`src/rtl/dbg_trig_defs.vh`:
```
// Purpose: Constants for the per-hart debug and trigger register unit.
// Assumes: 32-bit registers, CSR-style access from the core pipeline.
// Notes:   Definitions only.
`ifndef DBG_TRIG_DEFS_VH
`define DBG_TRIG_DEFS_VH

// ----------------------------------------------------------------------
// Register selector codes on the core access port
// ----------------------------------------------------------------------
`define SEL_TRIGGER_SELECT 3'h0
`define SEL_TRIGGER_DATA1  3'h1
`define SEL_TRIGGER_DATA2  3'h2
`define SEL_TRIGGER_DATA3  3'h3
`define SEL_DEBUG_CSR      3'h4
`define SEL_DEBUG_PC       3'h5
`define SEL_DEBUG_SCRATCH  3'h6

// ----------------------------------------------------------------------
// Privilege encodings of the current access
// ----------------------------------------------------------------------
`define PRIV_USER  2'h0
`define PRIV_SUPER 2'h1
`define PRIV_MACH  2'h3

// ----------------------------------------------------------------------
// Match control field positions
// ----------------------------------------------------------------------
`define MC_LOAD      0
`define MC_STORE     1
`define MC_EXEC      2
`define MC_USER      3
`define MC_SUPER     4
`define MC_RSV5      5
`define MC_MACH      6
`define MC_MATCH_LO  7
`define MC_MATCH_HI  10
`define MC_CHAIN     11
`define MC_ACT_LO    12
`define MC_ACT_HI    15
`define MC_RSV20     20
`define MC_DMODE     27

// Writable bit mask: R,W,X,U,S,rsv5,M,match,chain,action,rsv20,dmode.
`define MC_WR_MASK   32'h0810_ffff
// Fixed read-only fields: type 2 in [31:28], maskmax 4 in [26:21].
`define MC_RO_BITS   32'h2080_0000

// ----------------------------------------------------------------------
// Field values
// ----------------------------------------------------------------------
`define TYPE_NONE    4'h0
`define ACT_BKPT     4'h0
`define ACT_DEBUG    4'h1
`define MATCH_EQUAL  4'h0
`define MATCH_NAPOT  4'h1
`define MATCH_GE     4'h2
`define MATCH_LT     4'h3
`define LAST_INDEX   32'h0000_0001
`define ZERO32       32'h0000_0000

`endif

```
`src/rtl/hart_debug_trigger_csrs.v`:
```
// Purpose: Per-hart debug and trigger register unit with two breakpoints.
// Assumes: Core presents one CSR access per cycle with current mode.
// Notes:   Read data and fault are registered, valid one cycle later.
//
// Overview of operation
// RL1: Debug status, PC and scratch only in debug mode; trigger regs also machine.
// RL2: Select index chooses which breakpoint bank the data addresses reach.
// RL3: Select index is WARL; unimplemented indices are not kept.
// RL4: Software reads the type field to learn whether a trigger exists.
// RL5: Top nibble of data one is read-only type: 0 none, 2 match.
// RL6: Machine access to data regs of a debug-only trigger is illegal.
// RL7: Only debug mode reaches a trigger marked debug-only.
// RL8: Entry copies PC to debug PC; exit resumes from it.
// RL9: Debug scratch is left for debug ROM routines.
// RL10: Exactly two breakpoint triggers per hart.
// RL11: Data one is match control, two is address, three reserved.
// RL12: Control bits 0..2 enable load, store and fetch matching.
// RL13: Bits 3,4,6 enable user, supervisor, machine; bit 5 preserved.
// RL14: Bits 10..7 select the address match type.
// RL15: Bits 15..12 hold the action, reset to zero.
// RL16: Size, timing and select bits always read zero.
// RL17: Bits 26..21 read the fixed range limit four.
// RL18: Type field of a breakpoint always reads two.
// RL19: Action 0 raises breakpoint exception, action 1 enters debug mode.
// RL20: Chain on the lower breakpoint fires only when both match.
// RL21: Trailing address ones encode a naturally aligned range size.
// RL22: Debug-claimed breakpoints read type zero from machine mode.
// RL23: Select writes legalize to index zero or one.
// RL24: Match needs access type, privilege and address all true.
`timescale 1ns/100ps
`include "dbg_trig_defs.vh"

module hart_debug_trigger_csrs (
  // Clock and reset
  input  wire        core_clk_i,
  input  wire        srst_i,
  // CSR access from the core
  input  wire        csr_en_i,
  input  wire        csr_we_i,
  input  wire [2:0]  csr_sel_i,
  input  wire [31:0] csr_wdata_i,
  input  wire        debug_mode_i,
  // Debug entry and exit
  input  wire        debug_enter_i,
  input  wire        debug_exit_i,
  input  wire [31:0] cur_pc_i,
  // Memory or fetch access to watch
  input  wire        acc_valid_i,
  input  wire        acc_load_i,
  input  wire        acc_store_i,
  input  wire        acc_fetch_i,
  input  wire [1:0]  acc_priv_i,
  input  wire [31:0] acc_addr_i,
  // CSR answer
  output reg  [31:0] csr_rdata_o,
  output reg         csr_illegal_o,
  // Trigger actions and resume
  output reg         bkpt_exc_o,
  output reg         bkpt_debug_o,
  output reg         resume_o,
  output reg  [31:0] resume_pc_o
);

  // ----------------------------------------------------------------------
  // Local state
  // ----------------------------------------------------------------------
  reg  [31:0] tsel_r;
  reg  [31:0] dscratch_r;
  reg  [31:0] dcsr_r;
  wire [31:0] ctl0;
  wire [31:0] ctl1;
  wire [31:0] adr0;
  wire [31:0] adr1;
  wire        hit0;
  wire        hit1;
  wire [31:0] dpc;
  wire [31:0] sel_ctl;
  wire [31:0] sel_adr;
  wire        sel_dmode;
  wire        is_tdata;
  wire        is_dbgonly;
  reg         illegal;
  reg  [31:0] rdata;
  wire        wr_ok;
  wire        fire0;
  wire        fire1;
  wire [3:0]  act0;
  wire [3:0]  act1;

  // ----------------------------------------------------------------------
  // Access checking
  // ----------------------------------------------------------------------
  // The bank seen through the data addresses follows the select index.
  assign sel_ctl   = tsel_r[0] ? ctl1 : ctl0;            // [RL2] [RL10]
  assign sel_adr   = tsel_r[0] ? adr1 : adr0;            // [RL2] [RL11]
  assign sel_dmode = sel_ctl[`MC_DMODE];
  assign is_tdata  = (csr_sel_i == `SEL_TRIGGER_DATA1) |
                     (csr_sel_i == `SEL_TRIGGER_DATA2) |
                     (csr_sel_i == `SEL_TRIGGER_DATA3);
  assign is_dbgonly = (csr_sel_i == `SEL_DEBUG_CSR) |
                      (csr_sel_i == `SEL_DEBUG_PC)  |
                      (csr_sel_i == `SEL_DEBUG_SCRATCH);

  // Illegal: debug-only register outside debug mode, a debug-only
  // trigger touched from machine mode, or the unused selector 7.
  always @* begin
    illegal = 1'b0;
    if (is_dbgonly && !debug_mode_i)
      illegal = 1'b1;                                    // [RL1]
    if (is_tdata && sel_dmode && !debug_mode_i)
      illegal = 1'b1;                                    // [RL6] [RL7]
    if (csr_sel_i > `SEL_DEBUG_SCRATCH)
      illegal = 1'b1;
  end

  assign wr_ok = csr_en_i & csr_we_i & ~illegal;

  // ----------------------------------------------------------------------
  // Read multiplexer
  // ----------------------------------------------------------------------
  always @* begin
    case (csr_sel_i)
      `SEL_TRIGGER_SELECT: rdata = tsel_r;
      `SEL_TRIGGER_DATA1:  rdata = sel_ctl;              // [RL5] [RL11]
      `SEL_TRIGGER_DATA2:  rdata = sel_adr;
      `SEL_TRIGGER_DATA3:  rdata = `ZERO32;              // [RL11]
      `SEL_DEBUG_CSR:      rdata = dcsr_r;
      `SEL_DEBUG_PC:       rdata = dpc;
      `SEL_DEBUG_SCRATCH:  rdata = dscratch_r;
      default:             rdata = `ZERO32;
    endcase
    if (illegal)
      rdata = `ZERO32;                                   // [RL22]
  end

  // ----------------------------------------------------------------------
  // Select, scratch and status registers
  // ----------------------------------------------------------------------
  // Out-of-range select writes keep the previous legal index.
  always @(posedge core_clk_i) begin
    if (srst_i) begin
      tsel_r     <= `ZERO32;
      dscratch_r <= `ZERO32;
      dcsr_r     <= `ZERO32;
    end else if (wr_ok) begin
      case (csr_sel_i)
        `SEL_TRIGGER_SELECT: begin
          if (csr_wdata_i <= `LAST_INDEX)
            tsel_r <= csr_wdata_i;                       // [RL3] [RL23]
        end
        `SEL_DEBUG_CSR:     dcsr_r     <= csr_wdata_i;
        `SEL_DEBUG_SCRATCH: dscratch_r <= csr_wdata_i;
        default:            dcsr_r     <= dcsr_r;
      endcase
    end
  end

  // ----------------------------------------------------------------------
  // Breakpoint instances
  // ----------------------------------------------------------------------
  bp_trigger u_bp0 (
    .core_clk_i  (core_clk_i),
    .srst_i      (srst_i),
    .ctl_we_i    (wr_ok & (csr_sel_i == `SEL_TRIGGER_DATA1) & ~tsel_r[0]),
    .adr_we_i    (wr_ok & (csr_sel_i == `SEL_TRIGGER_DATA2) & ~tsel_r[0]),
    .wdata_i     (csr_wdata_i),
    .acc_valid_i (acc_valid_i),
    .acc_load_i  (acc_load_i),
    .acc_store_i (acc_store_i),
    .acc_fetch_i (acc_fetch_i),
    .acc_priv_i  (acc_priv_i),
    .acc_addr_i  (acc_addr_i),
    .ctl_o       (ctl0),
    .adr_o       (adr0),
    .hit_o       (hit0)
  );

  bp_trigger u_bp1 (
    .core_clk_i  (core_clk_i),
    .srst_i      (srst_i),
    .ctl_we_i    (wr_ok & (csr_sel_i == `SEL_TRIGGER_DATA1) & tsel_r[0]),
    .adr_we_i    (wr_ok & (csr_sel_i == `SEL_TRIGGER_DATA2) & tsel_r[0]),
    .wdata_i     (csr_wdata_i),
    .acc_valid_i (acc_valid_i),
    .acc_load_i  (acc_load_i),
    .acc_store_i (acc_store_i),
    .acc_fetch_i (acc_fetch_i),
    .acc_priv_i  (acc_priv_i),
    .acc_addr_i  (acc_addr_i),
    .ctl_o       (ctl1),
    .adr_o       (adr1),
    .hit_o       (hit1)
  );

  // ----------------------------------------------------------------------
  // Debug PC
  // ----------------------------------------------------------------------
  dbg_pc_hold u_dpc (
    .core_clk_i (core_clk_i),
    .srst_i     (srst_i),
    .enter_i    (debug_enter_i),
    .pc_i       (cur_pc_i),
    .we_i       (wr_ok & (csr_sel_i == `SEL_DEBUG_PC)),
    .wdata_i    (csr_wdata_i),
    .dpc_o      (dpc)
  );

  // ----------------------------------------------------------------------
  // Chain and action decode
  // ----------------------------------------------------------------------
  // A chained lower trigger fires only with its partner; the partner then
  // never fires on its own.
  assign fire0 = ctl0[`MC_CHAIN] ? (hit0 & hit1) : hit0;  // [RL20]
  assign fire1 = ctl0[`MC_CHAIN] ? 1'b0 : hit1;           // [RL20]
  assign act0  = ctl0[`MC_ACT_HI:`MC_ACT_LO];
  assign act1  = ctl1[`MC_ACT_HI:`MC_ACT_LO];

  // ----------------------------------------------------------------------
  // Registered outputs
  // ----------------------------------------------------------------------
  always @(posedge core_clk_i) begin
    if (srst_i) begin
      csr_rdata_o   <= `ZERO32;
      csr_illegal_o <= 1'b0;
      bkpt_exc_o    <= 1'b0;
      bkpt_debug_o  <= 1'b0;
      resume_o      <= 1'b0;
      resume_pc_o   <= `ZERO32;
    end else begin
      csr_rdata_o   <= csr_en_i ? rdata : `ZERO32;
      csr_illegal_o <= csr_en_i & illegal;                // [RL1] [RL6]
      bkpt_exc_o    <= (fire0 & (act0 == `ACT_BKPT)) |
                       (fire1 & (act1 == `ACT_BKPT));     // [RL19]
      bkpt_debug_o  <= (fire0 & (act0 == `ACT_DEBUG)) |
                       (fire1 & (act1 == `ACT_DEBUG));    // [RL19]
      resume_o      <= debug_exit_i;                      // [RL8]
      resume_pc_o   <= dpc;                               // [RL8]
    end
  end

endmodule // hart_debug_trigger_csrs

```
`src/rtl/bp_trigger.v`:
```
// Purpose: One address-match breakpoint: control, address and compare.
// Assumes: Writes arrive already checked for privilege by the parent.
// Notes:   Chain combining is done by the parent.
`timescale 1ns/100ps
`include "dbg_trig_defs.vh"

module bp_trigger (
  // Clock and reset
  input  wire        core_clk_i,
  input  wire        srst_i,
  // Register writes
  input  wire        ctl_we_i,
  input  wire        adr_we_i,
  input  wire [31:0] wdata_i,
  // Current access
  input  wire        acc_valid_i,
  input  wire        acc_load_i,
  input  wire        acc_store_i,
  input  wire        acc_fetch_i,
  input  wire [1:0]  acc_priv_i,
  input  wire [31:0] acc_addr_i,
  // State out
  output wire [31:0] ctl_o,
  output wire [31:0] adr_o,
  output wire        hit_o
);

  reg  [31:0] ctl_r;
  reg  [31:0] adr_r;
  reg  [31:0] napot_mask;
  reg         addr_ok;
  reg         type_ok;
  reg         priv_ok;
  wire [3:0]  match_sel = ctl_r[`MC_MATCH_HI:`MC_MATCH_LO];
  integer     i;
  reg         done;

  // ----------------------------------------------------------------------
  // Control and address registers
  // ----------------------------------------------------------------------
  // Only writable bits are stored; fixed fields are merged on read.
  always @(posedge core_clk_i) begin
    if (srst_i) begin
      ctl_r <= `ZERO32;                                  // [RL15]
      adr_r <= `ZERO32;
    end else begin
      if (ctl_we_i)
        ctl_r <= wdata_i & `MC_WR_MASK;                  // [RL12] [RL13] [RL14] [RL16]
      if (adr_we_i)
        adr_r <= wdata_i;
    end
  end

  assign ctl_o = ctl_r | `MC_RO_BITS;                    // [RL17] [RL18]
  assign adr_o = adr_r;

  // ----------------------------------------------------------------------
  // Address comparison
  // ----------------------------------------------------------------------
  // Trailing ones up to the first zero widen the NAPOT range.
  always @* begin
    napot_mask = `ZERO32;
    done       = 1'b0;
    for (i = 0; i < 31; i = i + 1) begin
      if (!done) begin
        napot_mask[i] = 1'b1;                            // [RL21]
        if (!adr_r[i])
          done = 1'b1;
      end
    end
    case (match_sel)
      `MATCH_EQUAL: addr_ok = (acc_addr_i == adr_r);
      `MATCH_NAPOT: addr_ok = ((acc_addr_i | napot_mask) == (adr_r | napot_mask)); // [RL21]
      `MATCH_GE:    addr_ok = (acc_addr_i >= adr_r);
      `MATCH_LT:    addr_ok = (acc_addr_i < adr_r);
      default:      addr_ok = 1'b0;
    endcase
    type_ok = (acc_load_i  & ctl_r[`MC_LOAD])  |
              (acc_store_i & ctl_r[`MC_STORE]) |
              (acc_fetch_i & ctl_r[`MC_EXEC]);
    case (acc_priv_i)
      `PRIV_USER:  priv_ok = ctl_r[`MC_USER];
      `PRIV_SUPER: priv_ok = ctl_r[`MC_SUPER];
      `PRIV_MACH:  priv_ok = ctl_r[`MC_MACH];
      default:     priv_ok = 1'b0;
    endcase
  end

  assign hit_o = acc_valid_i & type_ok & priv_ok & addr_ok; // [RL24]

endmodule // bp_trigger

```
`src/rtl/dbg_pc_hold.v`:
```
// Purpose: Debug PC holder: captures PC on entry, gives resume PC.
// Assumes: Entry pulse and PC come from the pipeline in the same cycle.
// Notes:   Also writable through its CSR in debug mode.
`timescale 1ns/100ps
`include "dbg_trig_defs.vh"

module dbg_pc_hold (
  // Clock and reset
  input  wire        core_clk_i,
  input  wire        srst_i,
  // Capture and write
  input  wire        enter_i,
  input  wire [31:0] pc_i,
  input  wire        we_i,
  input  wire [31:0] wdata_i,
  // Held value
  output reg  [31:0] dpc_o
);

  // Entry capture wins over a software write in the same cycle.
  always @(posedge core_clk_i) begin
    if (srst_i)
      dpc_o <= `ZERO32;
    else if (enter_i)
      dpc_o <= pc_i;                                     // [RL8]
    else if (we_i)
      dpc_o <= wdata_i;
  end

endmodule // dbg_pc_hold

```
`config.mk`:
```
export PLATFORM = sky130hd
export DESIGN_NAME = hart_debug_trigger_csrs
export DESIGN_NICKNAME = d
export VERILOG_FILES = /design/src/rtl/hart_debug_trigger_csrs.v /design/src/rtl/bp_trigger.v /design/src/rtl/dbg_pc_hold.v
export VERILOG_INCLUDE_DIRS = /design/src /design/src/rtl
export SDC_FILE = /design/constraint.sdc
export NUM_CORES = 1
export LEC_CHECK = 0
export BUFFER_PORTS_ARGS = -buffer_cell sky130_fd_sc_hd__buf_2
export CAP_MARGIN = 15
export CORE_MARGIN = 1.5
export CORE_UTILIZATION = 35
export CTS_CLUSTER_DIAMETER = 60
export CTS_CLUSTER_SIZE = 10
export DETAILED_ROUTE_END_ITERATION = 10
export GPL_TIMING_DRIVEN = 0
export PLACE_DENSITY = 0.57
export SYNTH_ARGS = -nofsm -noshare
export SYNTH_HDL_FRONTEND = slang
export SYNTH_SLANG_ARGS = --single-unit
```
`constraint.sdc`:
```
create_clock -name core_clk_i -period 4.15 [get_ports core_clk_i]
set_input_delay 0.2075 -clock core_clk_i [delete_from_list [all_inputs] [get_ports core_clk_i]]
set_output_delay 0.2075 -clock core_clk_i [all_outputs]
set_load 0.005 [all_outputs]
```
==> impl_summary.md, run 1 <==
Logic synthesis
By area the synthesized netlist is led by dfxtp_1 41%, nand2_1 10%, a21oi_1 7.5%, ha_1 5.6%, clkbuf_1 3.0%. The sequential cell area fraction in the yosys report is 0.413. Counting instances in the post-synthesis netlist gives the leading cell types as 391 x nand2_1, 296 x dfxtp_1, 215 x a21oi_1, 116 x clkbuf_1, 76 x nor2_1. The most common cell in the netlist is nand2_1.

The share of synthesized area in the top cell type comes to 0.413. The synthesized design contains just under 300 register bits. The number of distinct standard cells referenced by the synthesized netlist is 63.

After synthesis the cells add up to 14400 µm². In this run, synthesis inferred 0 flip-flops with an integrated enable. The most common flop cell mapped by yosys is dfxtp_1.

The average footprint of a synthesized cell is roughly 8.0 µm². Of all cell types, the one taking the most synthesized area is dfxtp_1. Yosys printed 0 warnings. The post-synthesis instance total is approximately 1800. The number of nets in the synthesized netlist is between 1500 and 2000. For this run, asynchronously set or reset flops after synthesis account for 0.

Worst setup path
STA puts the critical path data required time at 4570 ps. The critical-path maximum fanout is 10. By startpoint and endpoint, the worst setup path is classified as reg -> reg. Among all stages on the critical path, the largest delay is contributed by clkbuf_1. Walking the worst path, the cells encountered are clkbuf_1, mux2i_1, nor3_1, a21oi_1, and3_1, clkbuf_1, a21o_1, clkbuf_1, clkbuf_1, nor2_1, a211oi_1. The biggest cell delay along the critical path is approximately 610 ps. STA classifies the critical path startpoint as a flip-flop.

The arrival time reported for the critical path endpoint is a little under 4000 ps. The cell occurring most often along the worst timing path is clkbuf_1. STA classifies the critical path endpoint as a flip-flop.

Placed design
The detailed placer's ending HPWL is between 40 and 50 mm. The routability congestion estimate from global placement is 0.943. The placed instance area is around 16000 µm². In this run, placement finished with an instance count of about 2500. The number of I/O port buffers is 156.

Global route
The initial antenna violation count is 1. For this run, the total global-route usage over all layers was measured as 0.256. Entering global routing, the biggest net connects 11 pins.

The remaining global-route overflow is 0. The first global-routing pass estimated 81.2 mm of wire. The number of global-route vias before repair is 13200.

Floorplan
The horizontal die dimension is between 200 and 250 µm. The die covers about 42000 µm². For this configuration, the core starts out at a cell density of 0.353. The top-level I/O count is 180.

The placeable core region is just over 40000 µm². The cell row count is between 70 and 80. The die is about 200 µm tall.

Timing
The max-slew violation count is 0. In the final timing run, aggregate negative setup slack is 0 ps. Dividing the final minimum period by the clock period gives 0.850. The actual transition at the worst max-transition pin is between 1000 and 1500 ps. For this run, the top clock speed supported by timing is 284 MHz. Setup repair after global routing left no endpoint under its margin. The number of failing hold endpoints at the final stage was 0. The worst pin sits at a relative slew slack of 0.252. The count of endpoints failing setup in the final report is 0. The post-route worst hold slack is ~10 ps. Across the routed clock network, the largest skew measured is around 17 ps. The final critical path time including I/O delays and setup is 3530 ps.

Power
The peak supply drop is approximately 0.22 mV. The leakage power is ~0.006 µW. The power per cell area is 370 nW/µm².

After layout, the design draws a total of 6200 µW.

Clocking
TritonCTS built the clock tree. The buffer type at the clock tree root is clkbuf_16. The buffer count from post-CTS setup fixing is 0. The worst-case clock buffer depth is 3. The TritonCTS buffer count is 35. The later-pin clock latency in the skew report is approximately 520 ps. The clock-pin slew reported for the worst setup and hold paths after clock tree synthesis is about 60 ps. Counting every sink on the clock net gives a little under 300. The number of H-tree levels is 2.

Layout
The filler cell count in the final layout is ~4200. The ratio of cells with drive above 1 in the final layout is 0.111. The post-route cell area is about 17000 µm². Relative to the synthesized area, the layout overhead comes to 16.8%.

The antenna diode count is 0. For this run, the post-layout net count is about 2200. The count of cells in the finished layout, fillers not included, comes to between 2000 and 3000.

Routing
In this run the remaining antenna-violating nets after routing total 0. The number of remaining DRC errors is 0. The overall via count from detail_route is 14100. The final layout contains routed wiring with a total length of roughly 55 mm. The first-pass iteration count of the detailed router is 8. The count of routing violations after the opening detailed-route iteration is about 1400. In the routed layout, each cell is associated on average with a via count of 5.58. In the final routed layout, each cell accounts on average for between 20 and 25 µm.

Min path
The path class of the tightest hold or removal check is in -> reg.

Status
The run finished with clean final reports.

Run
Max-cap violations in this run came to 0.
## logic make-up (layout without fill, tap and decap cells)
family	count (synthesis)	in the layout	synth area share
mux	50	50	0.0355
flops	296	296	0.413
simple gates	662	662	0.210
buf+inv	198	398	0.0525
xor+xnor	51	51	0.0311
compound gates	468	468	0.203
fa+ha+maj	64	64	0.0558
## cell usage in the layout, fill, tap and decap left out, types with 6 or more instances in the layout
cell type	count
and4_1	7
a22o_1	6
xor2_1	15
mux2_2	8
buf_1	6
a221oi_1	26
nor2_1	76
nand3_1	23
xnor2_1	36
clkbuf_16	35
dfxtp_1	296
buf_2	157
o22ai_1	8
nor3_1	18
clkbuf_1	116
mux2i_1	42
a211oi_1	36
a31oi_1	20
a21oi_1	215
inv_1	70
a21o_1	22
a222oi_1	7
nand2_1	391
and2_1	37
nand4_1	17
o21ai_0	47
ha_1	64
a22oi_1	55
nor2b_1	44
nor4_1	12
## through the flow
step                worst slack [ps]   util
finish                           624  0.413
global route                     375  0.413
CTS                              668  0.412
detailed placement               687  0.389
global placement                 765  0.389
floorplan                       1610      -
## power breakdown
part	leakage, µW	internal (µW)	switching (µW)
sequential	0.00240	2900	35.2
combinational	0.00307	195	380
clock	0.000459	1530	1160
total	0.00592	4630	1570
## what timing repair did
item,CTS,global route
resized for setup,0,0
hold buffers,3,0
endpoints found under the hold margin,3,0
## flip-flops by register name, indices dropped and copies added, names as in the netlist, 18 cells and up
signal	count
csr_rdata_o	32
dcsr_r	32
dscratch_r	32
resume_pc_o	32
tsel_r	32
u_bp0.adr_o	32
u_bp0.ctl_r	18
u_bp1.adr_o	32
u_bp1.ctl_r	18
u_dpc.dpc_o	32
## worst max-delay path: cells and delay by family (launching register included)
kind / cells / cell delay (ps)
compound gates: 3 / 590
buf+inv: 4 / 1790
flops: 1 / 300
mux: 1 / 330
simple gates: 3 / 400
## path summary, 6_finish.rpt
check                       start              end  slack, ps  depth (start not counted)
setup reg to reg        tsel_r[0]  u_dpc.dpc_o[28]        620                         11
setup / recovery        tsel_r[0]  u_dpc.dpc_o[28]        620                         11
hold reg to reg        tsel_r[22]  csr_rdata_o[22]        450                          2
hold / removal    csr_wdata_i[30]  u_bp0.adr_o[30]         10                          3
## per-layer routing
layer  share of wire  GRT usage  up-vias
li1                -          -     6596
met4           0.033     0.0852        2
met5         0.00022          0        -
met3           0.073     0.0315      108
met2            0.46      0.421      626
met1            0.43      0.347     6739
## final cells by class
class                      instances  area (µm²)  area share
buffer                           128         490      0.0292
clock buffer                      37         903      0.0539
clock inverter                     3        26.3     0.00157
inverter                          70         263      0.0157
multi-input combinational       1295        7680       0.458
sequential                       296        5930       0.353
tap                              532         666      0.0397
timing repair buffer             160         816      0.0486
(Power assumes the default switching activity.)
==> inputs of run 2 (changes only) <==
PLACE_DENSITY = 0.59   (was 0.57)
clock period = 3.1 ns   (was 4.15 ns; I/O delays follow)
==> impl_summary.md, run 2 (synthesis results as in run 1) <==
Placed design
The detailed placer's ending HPWL is approximately 42 mm. The routability congestion estimate from global placement is just under 1. Port buffering added approximately 160 buffers.

After detailed placement, the design holds a cell count of approximately 2500.

Routing
After detailed routing, the average wire length per cell comes to between 20 and 25 µm. The count of routing violations after the opening detailed-route iteration is between 1000 and 1500. The remaining number of nets flagged by the antenna check after routing is 0. The first-pass iteration count of the detailed router is 5. The number of remaining DRC errors is 0. The routed design has between 50 and 60 mm of wire. The number of vias per cell is 5.60. The overall via count from detail_route is around 14000.

Timing
The actual transition at the worst max-transition pin is 1070 ps. The headroom to the max-slew limit is 0.285. Setup total negative slack on the finished layout was measured at 0 ps.

The maximum frequency from static timing analysis is ~330 MHz. The number of failing hold endpoints at the final stage is 0. The clock period could shrink to 3030 ps. Setup repair after global routing could not meet its margin everywhere. The final worst-path cycle share is 0.978. The maximum clock skew at final layout is 37.8 ps. The count of endpoints failing setup in the final report is 0.

The max-slew violation count was 0.

Min path
The class of the worst hold path is in -> reg.

Floorplan
The region available for standard cell placement spans just over 40000 µm². The cell row count is 74. The top-level I/O count is 180.

The initial utilization of the core area, before any placement, comes to 0.353. The overall die area is ~42000 µm². The height of the chip is roughly 210 µm. The horizontal die dimension is roughly 200 µm.

Status
The flow ran to the end, and the final reports show no timing, DRC or antenna violations.

Layout
The area growth from synthesis to layout is 21.8%. Leaving out fill and tap cells, the most frequent cell in the layout is nand2_1. The top cell types in the final layout, fill and taps aside, are 391 x nand2_1, 280 x dfxtp_1, 214 x a21oi_1. The net count reported at finish is about 2200. After the flow finishes, the layout carries non-filler instances totaling roughly 2600. Of the cells placed in the final design, the portion with a size suffix greater than 1 is 0.134. 0 antenna diodes ended up in the layout.

Worst setup path
Of all nets on the critical path, the largest fanout is 6. The startpoint-to-endpoint class of the critical path is reg -> reg. For flop-to-flop paths, the worst setup slack is 70 ps. The capturing element type of the critical path is a flip-flop.

The data required time of the critical path is 3550 ps. The arrival time reported for the critical path endpoint is about 3500 ps. The kind of start point of the critical path is a flip-flop.

Clocking
The later-pin clock latency in the skew report is 560 ps. The tree built by TritonCTS fans out to between 200 and 300 sinks. The number of H-tree levels is 2. TritonCTS created 38 clock buffers. The worst-case clock buffer depth is 3.

The root buffer cell chosen for the clock tree is clkbuf_16. TritonCTS built the clock tree. Clock-pin slew was measured on the worst setup and hold paths at approximately 60 ps.

Run
Max-cap violations in this run came to 0.

Global route
For this run, the total global-route usage over all layers was measured as 0.263. The remaining global-route overflow is 0. The first global-routing pass estimated approximately 83 mm of wire.

The number of global-route vias before repair came to between 10000 and 15000. The initial antenna violation count is 0. The largest net degree at the start of global routing is 11.

Power
The leakage power is ~0.0063 µW. The peak supply drop is roughly 0.35 mV. The power per cell area is 499 nW/µm².
run 2: cell type report:
cell class	instances	area [µm²]
multi-input combinational	1295	7810
inverter	70	263
clock inverter	7	70.1
clock buffer	40	990
sequential	296	5950
tap	532	666
fill	4114	23200
buffer	125	493
timing repair buffer	204	1250
run 2: through the flow:
stage                     hold WS [ps]  area [µm²]  utilization  worst slack (ps)  total power (µW)
after floorplan                    283       14400            -               562              4400
after CTS                         1.22       17400        0.427              7.69              8720
final                             32.8       17500        0.430              69.0              8720
after detailed placement           386       15800        0.389              -521              4760
after global placement             373       15800        0.389              -431              4750
after global routing              18.9       17500        0.430             -28.7              8970
run 2: repair_timing:
action                     CTS  global route
hold endpoints to repair    86             0
setup endpoints to repair   90            69
gates resized for setup     20            33
pin swaps                    3             3
buffers inserted             0             1
hold buffers                45             0
run 2: power by group:
group / total, µW / internal, µW / switching, µW / leakage [µW]
sequential: 3930 / 3880 / 48.8 / 0.00241
clock: 3980 / 2280 / 1700 / 0.000516
combinational: 818 / 298 / 520 / 0.00335
run 2: path summary, 6_finish.rpt:
check,endpoint,startpoint,cells past startpoint
max,bkpt_debug_o,u_bp1.adr_o[3],9
min,u_bp1.ctl_r[13],csr_wdata_i[13],3
max reg2reg,bkpt_debug_o,u_bp1.adr_o[3],9
min reg2reg,dscratch_r[8],dscratch_r[8],2
run 2: per-layer routing:
layer | GRT usage | share of wire | vias to the layer above
met5 | 0 | 0 | -
met1 | 0.356 | 0.44 | 6953
met2 | 0.430 | 0.46 | 610
met3 | 0.0361 | 0.069 | 114
li1 | - | - | 6698
met4 | 0.0865 | 0.035 | 0
run 2: critical path, stage by stage (launching register included):
cell       delay, ps
dfxtp_2          450
nand4_1          240
or4_1            620
a2111oi_1        430
nand3b_1         140
a211oi_1         200
o2111ai_1        150
o32ai_2          230
o21ai_0          220
o22ai_1          250
==> inputs of run 3 (changes only) <==
HOLD_SLACK_MARGIN = 0.05   (was not set)
==> impl_summary.md, run 3 (synthesis results as in run 1) <==
Worst setup path
Setup slack on the worst reg-to-reg path comes out at between 60 and 70 ps. The capturing element type of the critical path is a flip-flop. The worst register-to-register path ends at bkpt_debug_o. The worst setup path is launched from a flip-flop. The most critical setup path has its startpoint at u_bp0.ctl_r[9].

STA puts the critical path data required time at roughly 3600 ps. The startpoint-to-endpoint class of the critical path is reg -> reg. Data on the critical path arrives at its endpoint at 3480 ps. The worst reg2reg path depth is 9. In this run the worst path has a maximum fanout of 3. The beginning of the worst register-to-register path is u_bp0.ctl_r[9].

Timing
Setup repair after global routing could not meet its margin everywhere. The count of endpoints failing setup in the final report is 0. The final critical path time including I/O delays and setup is approximately 3000 ps. The actual transition at the worst max-transition pin is around 1100 ps. The maximum clock skew at final layout is roughly 37 ps.

The max-slew violation count is 0. The maximum frequency from static timing analysis is approximately 330 MHz. The number of failing hold endpoints at the final stage is 0. The headroom to the max-slew limit is 0.284. In the finished design, the share of the clock period the worst path needs comes to 0.978.

Layout
The synthesis-to-layout area growth is 22.5%. Leaving out fill and tap cells, the most frequent cells in the layout are 391 x nand2_1, 280 x dfxtp_1, 214 x a21oi_1. The finished cells cover about 18000 µm². The most common cell after layout, fill and taps aside is nand2_1. For this run, the post-layout net count is around 2200.

The filler cell count in the final layout is 4104. 0 antenna diodes ended up in the layout. Of the cells placed in the final design, the portion with a size suffix greater than 1 is 0.133. The finished layout holds between 2000 and 3000 standard cells, fillers aside.

For this run, the share of the core covered by cells in the final layout is 0.433.

Routing
After detailed routing, the number of vias per cell comes to ~5.6. The remaining number of nets flagged by the antenna check after routing is 0. In the routed design, unresolved DRC markers number 0. The count of routing violations after the opening detailed-route iteration is approximately 1200.

The detailed-route wire length is 56.6 mm. The first-pass iteration count of the detailed router is 9. Summing over every cut layer, the via total after detailed routing is about 14000. In the final routed layout, each cell accounts on average for roughly 22 µm.

Floorplan
Row generation in the floorplan step produced 74 rows. For this configuration, the core starts out at a cell density of 0.353. The placeable core region is between 40000 and 50000 µm².

From bottom edge to top edge, the die measures 206 µm. The floorplan step set the die width to 206 µm. The floorplan step defined a die boundary enclosing approximately 42000 µm².

During I/O placement, the number of pins put on the boundary was 180.

Placed design
The routability congestion estimate from global placement is 0.986. The cell total after placement is around 2500. Summing all placed instances gives a cell area of ~16000 µm². The detailed placer's ending HPWL is ~42 mm.

The number of I/O port buffers is approximately 160.

Global route
The largest net degree at the start of global routing is 11. The wire length of the first global-routing pass is around 83 mm. For this run the aggregate overflow at the end of global routing stands at 0.

The number of global-route vias before repair is 13500. The total global routing track utilization is 0.263. The initial antenna violation count was 0.

Clocking
The cell sitting at the root of the clock tree is a clkbuf_16. The worst-case clock buffer depth is 3. Clock-pin slew was measured on the worst setup and hold paths at 60 ps. The number of sinks handled by clock tree synthesis is between 200 and 300. The TritonCTS buffer count is 38. The number of H-tree levels is 2.

TritonCTS built the clock tree. The later-pin clock latency in the skew report is roughly 560 ps.

Power
The sum of internal, switching and leakage power is approximately 8700 µW. The leakage power is 0.00631 µW. Power spread over the standard cell area amounts to 496 nW/µm².

The peak supply drop is approximately 0.34 mV.

Min path
The destination of the worst hold path is u_bp0.adr_o[15]. The path class of the tightest hold or removal check is in -> reg. In this run the most critical hold path is launched from csr_wdata_i[15].

The number of instances on the worst hold path is 3.

Status
The flow ran to the end, and the final reports show no timing, DRC or antenna violations.

Run
The count of max-cap constraint violations is 0.
## run 3: cell type report
cell class              count  area, µm²  share of cell area
inverters                  70        263              0.0149
clock buffers              40        990              0.0563
repair buffers            214       1350              0.0768
flip-flops and latches    296       5950               0.338
well taps                 532        666              0.0379
multi-input cells        1295       7810               0.444
clock inverters             7       70.1             0.00398
plain buffers             125        493              0.0280
## run 3: critical path: stages, from the launching register on
cell and delay, ps:
dfxtp_1 330, or4_1 550, nor4_2 210, nand3b_2 210, nor4_4 250, o21ai_1 120
or4_1 600, o41ai_4 310, o32ai_2 160, o22ai_1 210
## run 3: how the worst max path moves through the flow
stage / endpoint / slack [ps] / cells past startpoint
4_1_cts: bkpt_debug_o / 8 / 9
3_5_place_dp: u_dpc.dpc_o[30] / -520 / 11
3_3_place_gp: u_dpc.dpc_o[31] / -430 / 11
2_1_floorplan: bkpt_debug_o / 560 / 9
6_report: bkpt_debug_o / 70 / 9
5_1_grt: bkpt_debug_o / -30 / 9
## run 3: per-stage QoR
step / hold slack (ps) / setup WS, ps / setup TNS (ps)
after floorplan: 283 / 562 / 0
after global placement: 373 / -431 / -15130
after detailed placement: 386 / -521 / -18660
after CTS: 68.7 / 7.69 / 0
after global routing: 103 / -28.4 / -45.3
final: 87.6 / 66.9 / 0
## run 3: timing repair
| item | CTS | global route |
|---|---|---|
| endpoints found under the hold margin | 111 | 0 |
| pin swaps | 3 | 3 |
| resized for setup | 20 | 33 |
| hold buffers | 55 | 0 |
| setup endpoints to repair | 90 | 71 |
| setup buffers | 0 | 1 |
## run 3: power by group
group,switching [µW],internal (µW)
Sequential,49.0,3880
Combinational,523,306
Clock,1690,2280
## run 3: per-layer routing
metal,part of all wire,wire length (µm),up-vias,GRT usage
met4,0.036,2030,0,0.0873
met2,0.46,26100,614,0.431
met5,0,0,-,0
met1,0.44,24700,6927,0.355
li1,-,-,6712,-
met3,0.068,3860,116,0.0360
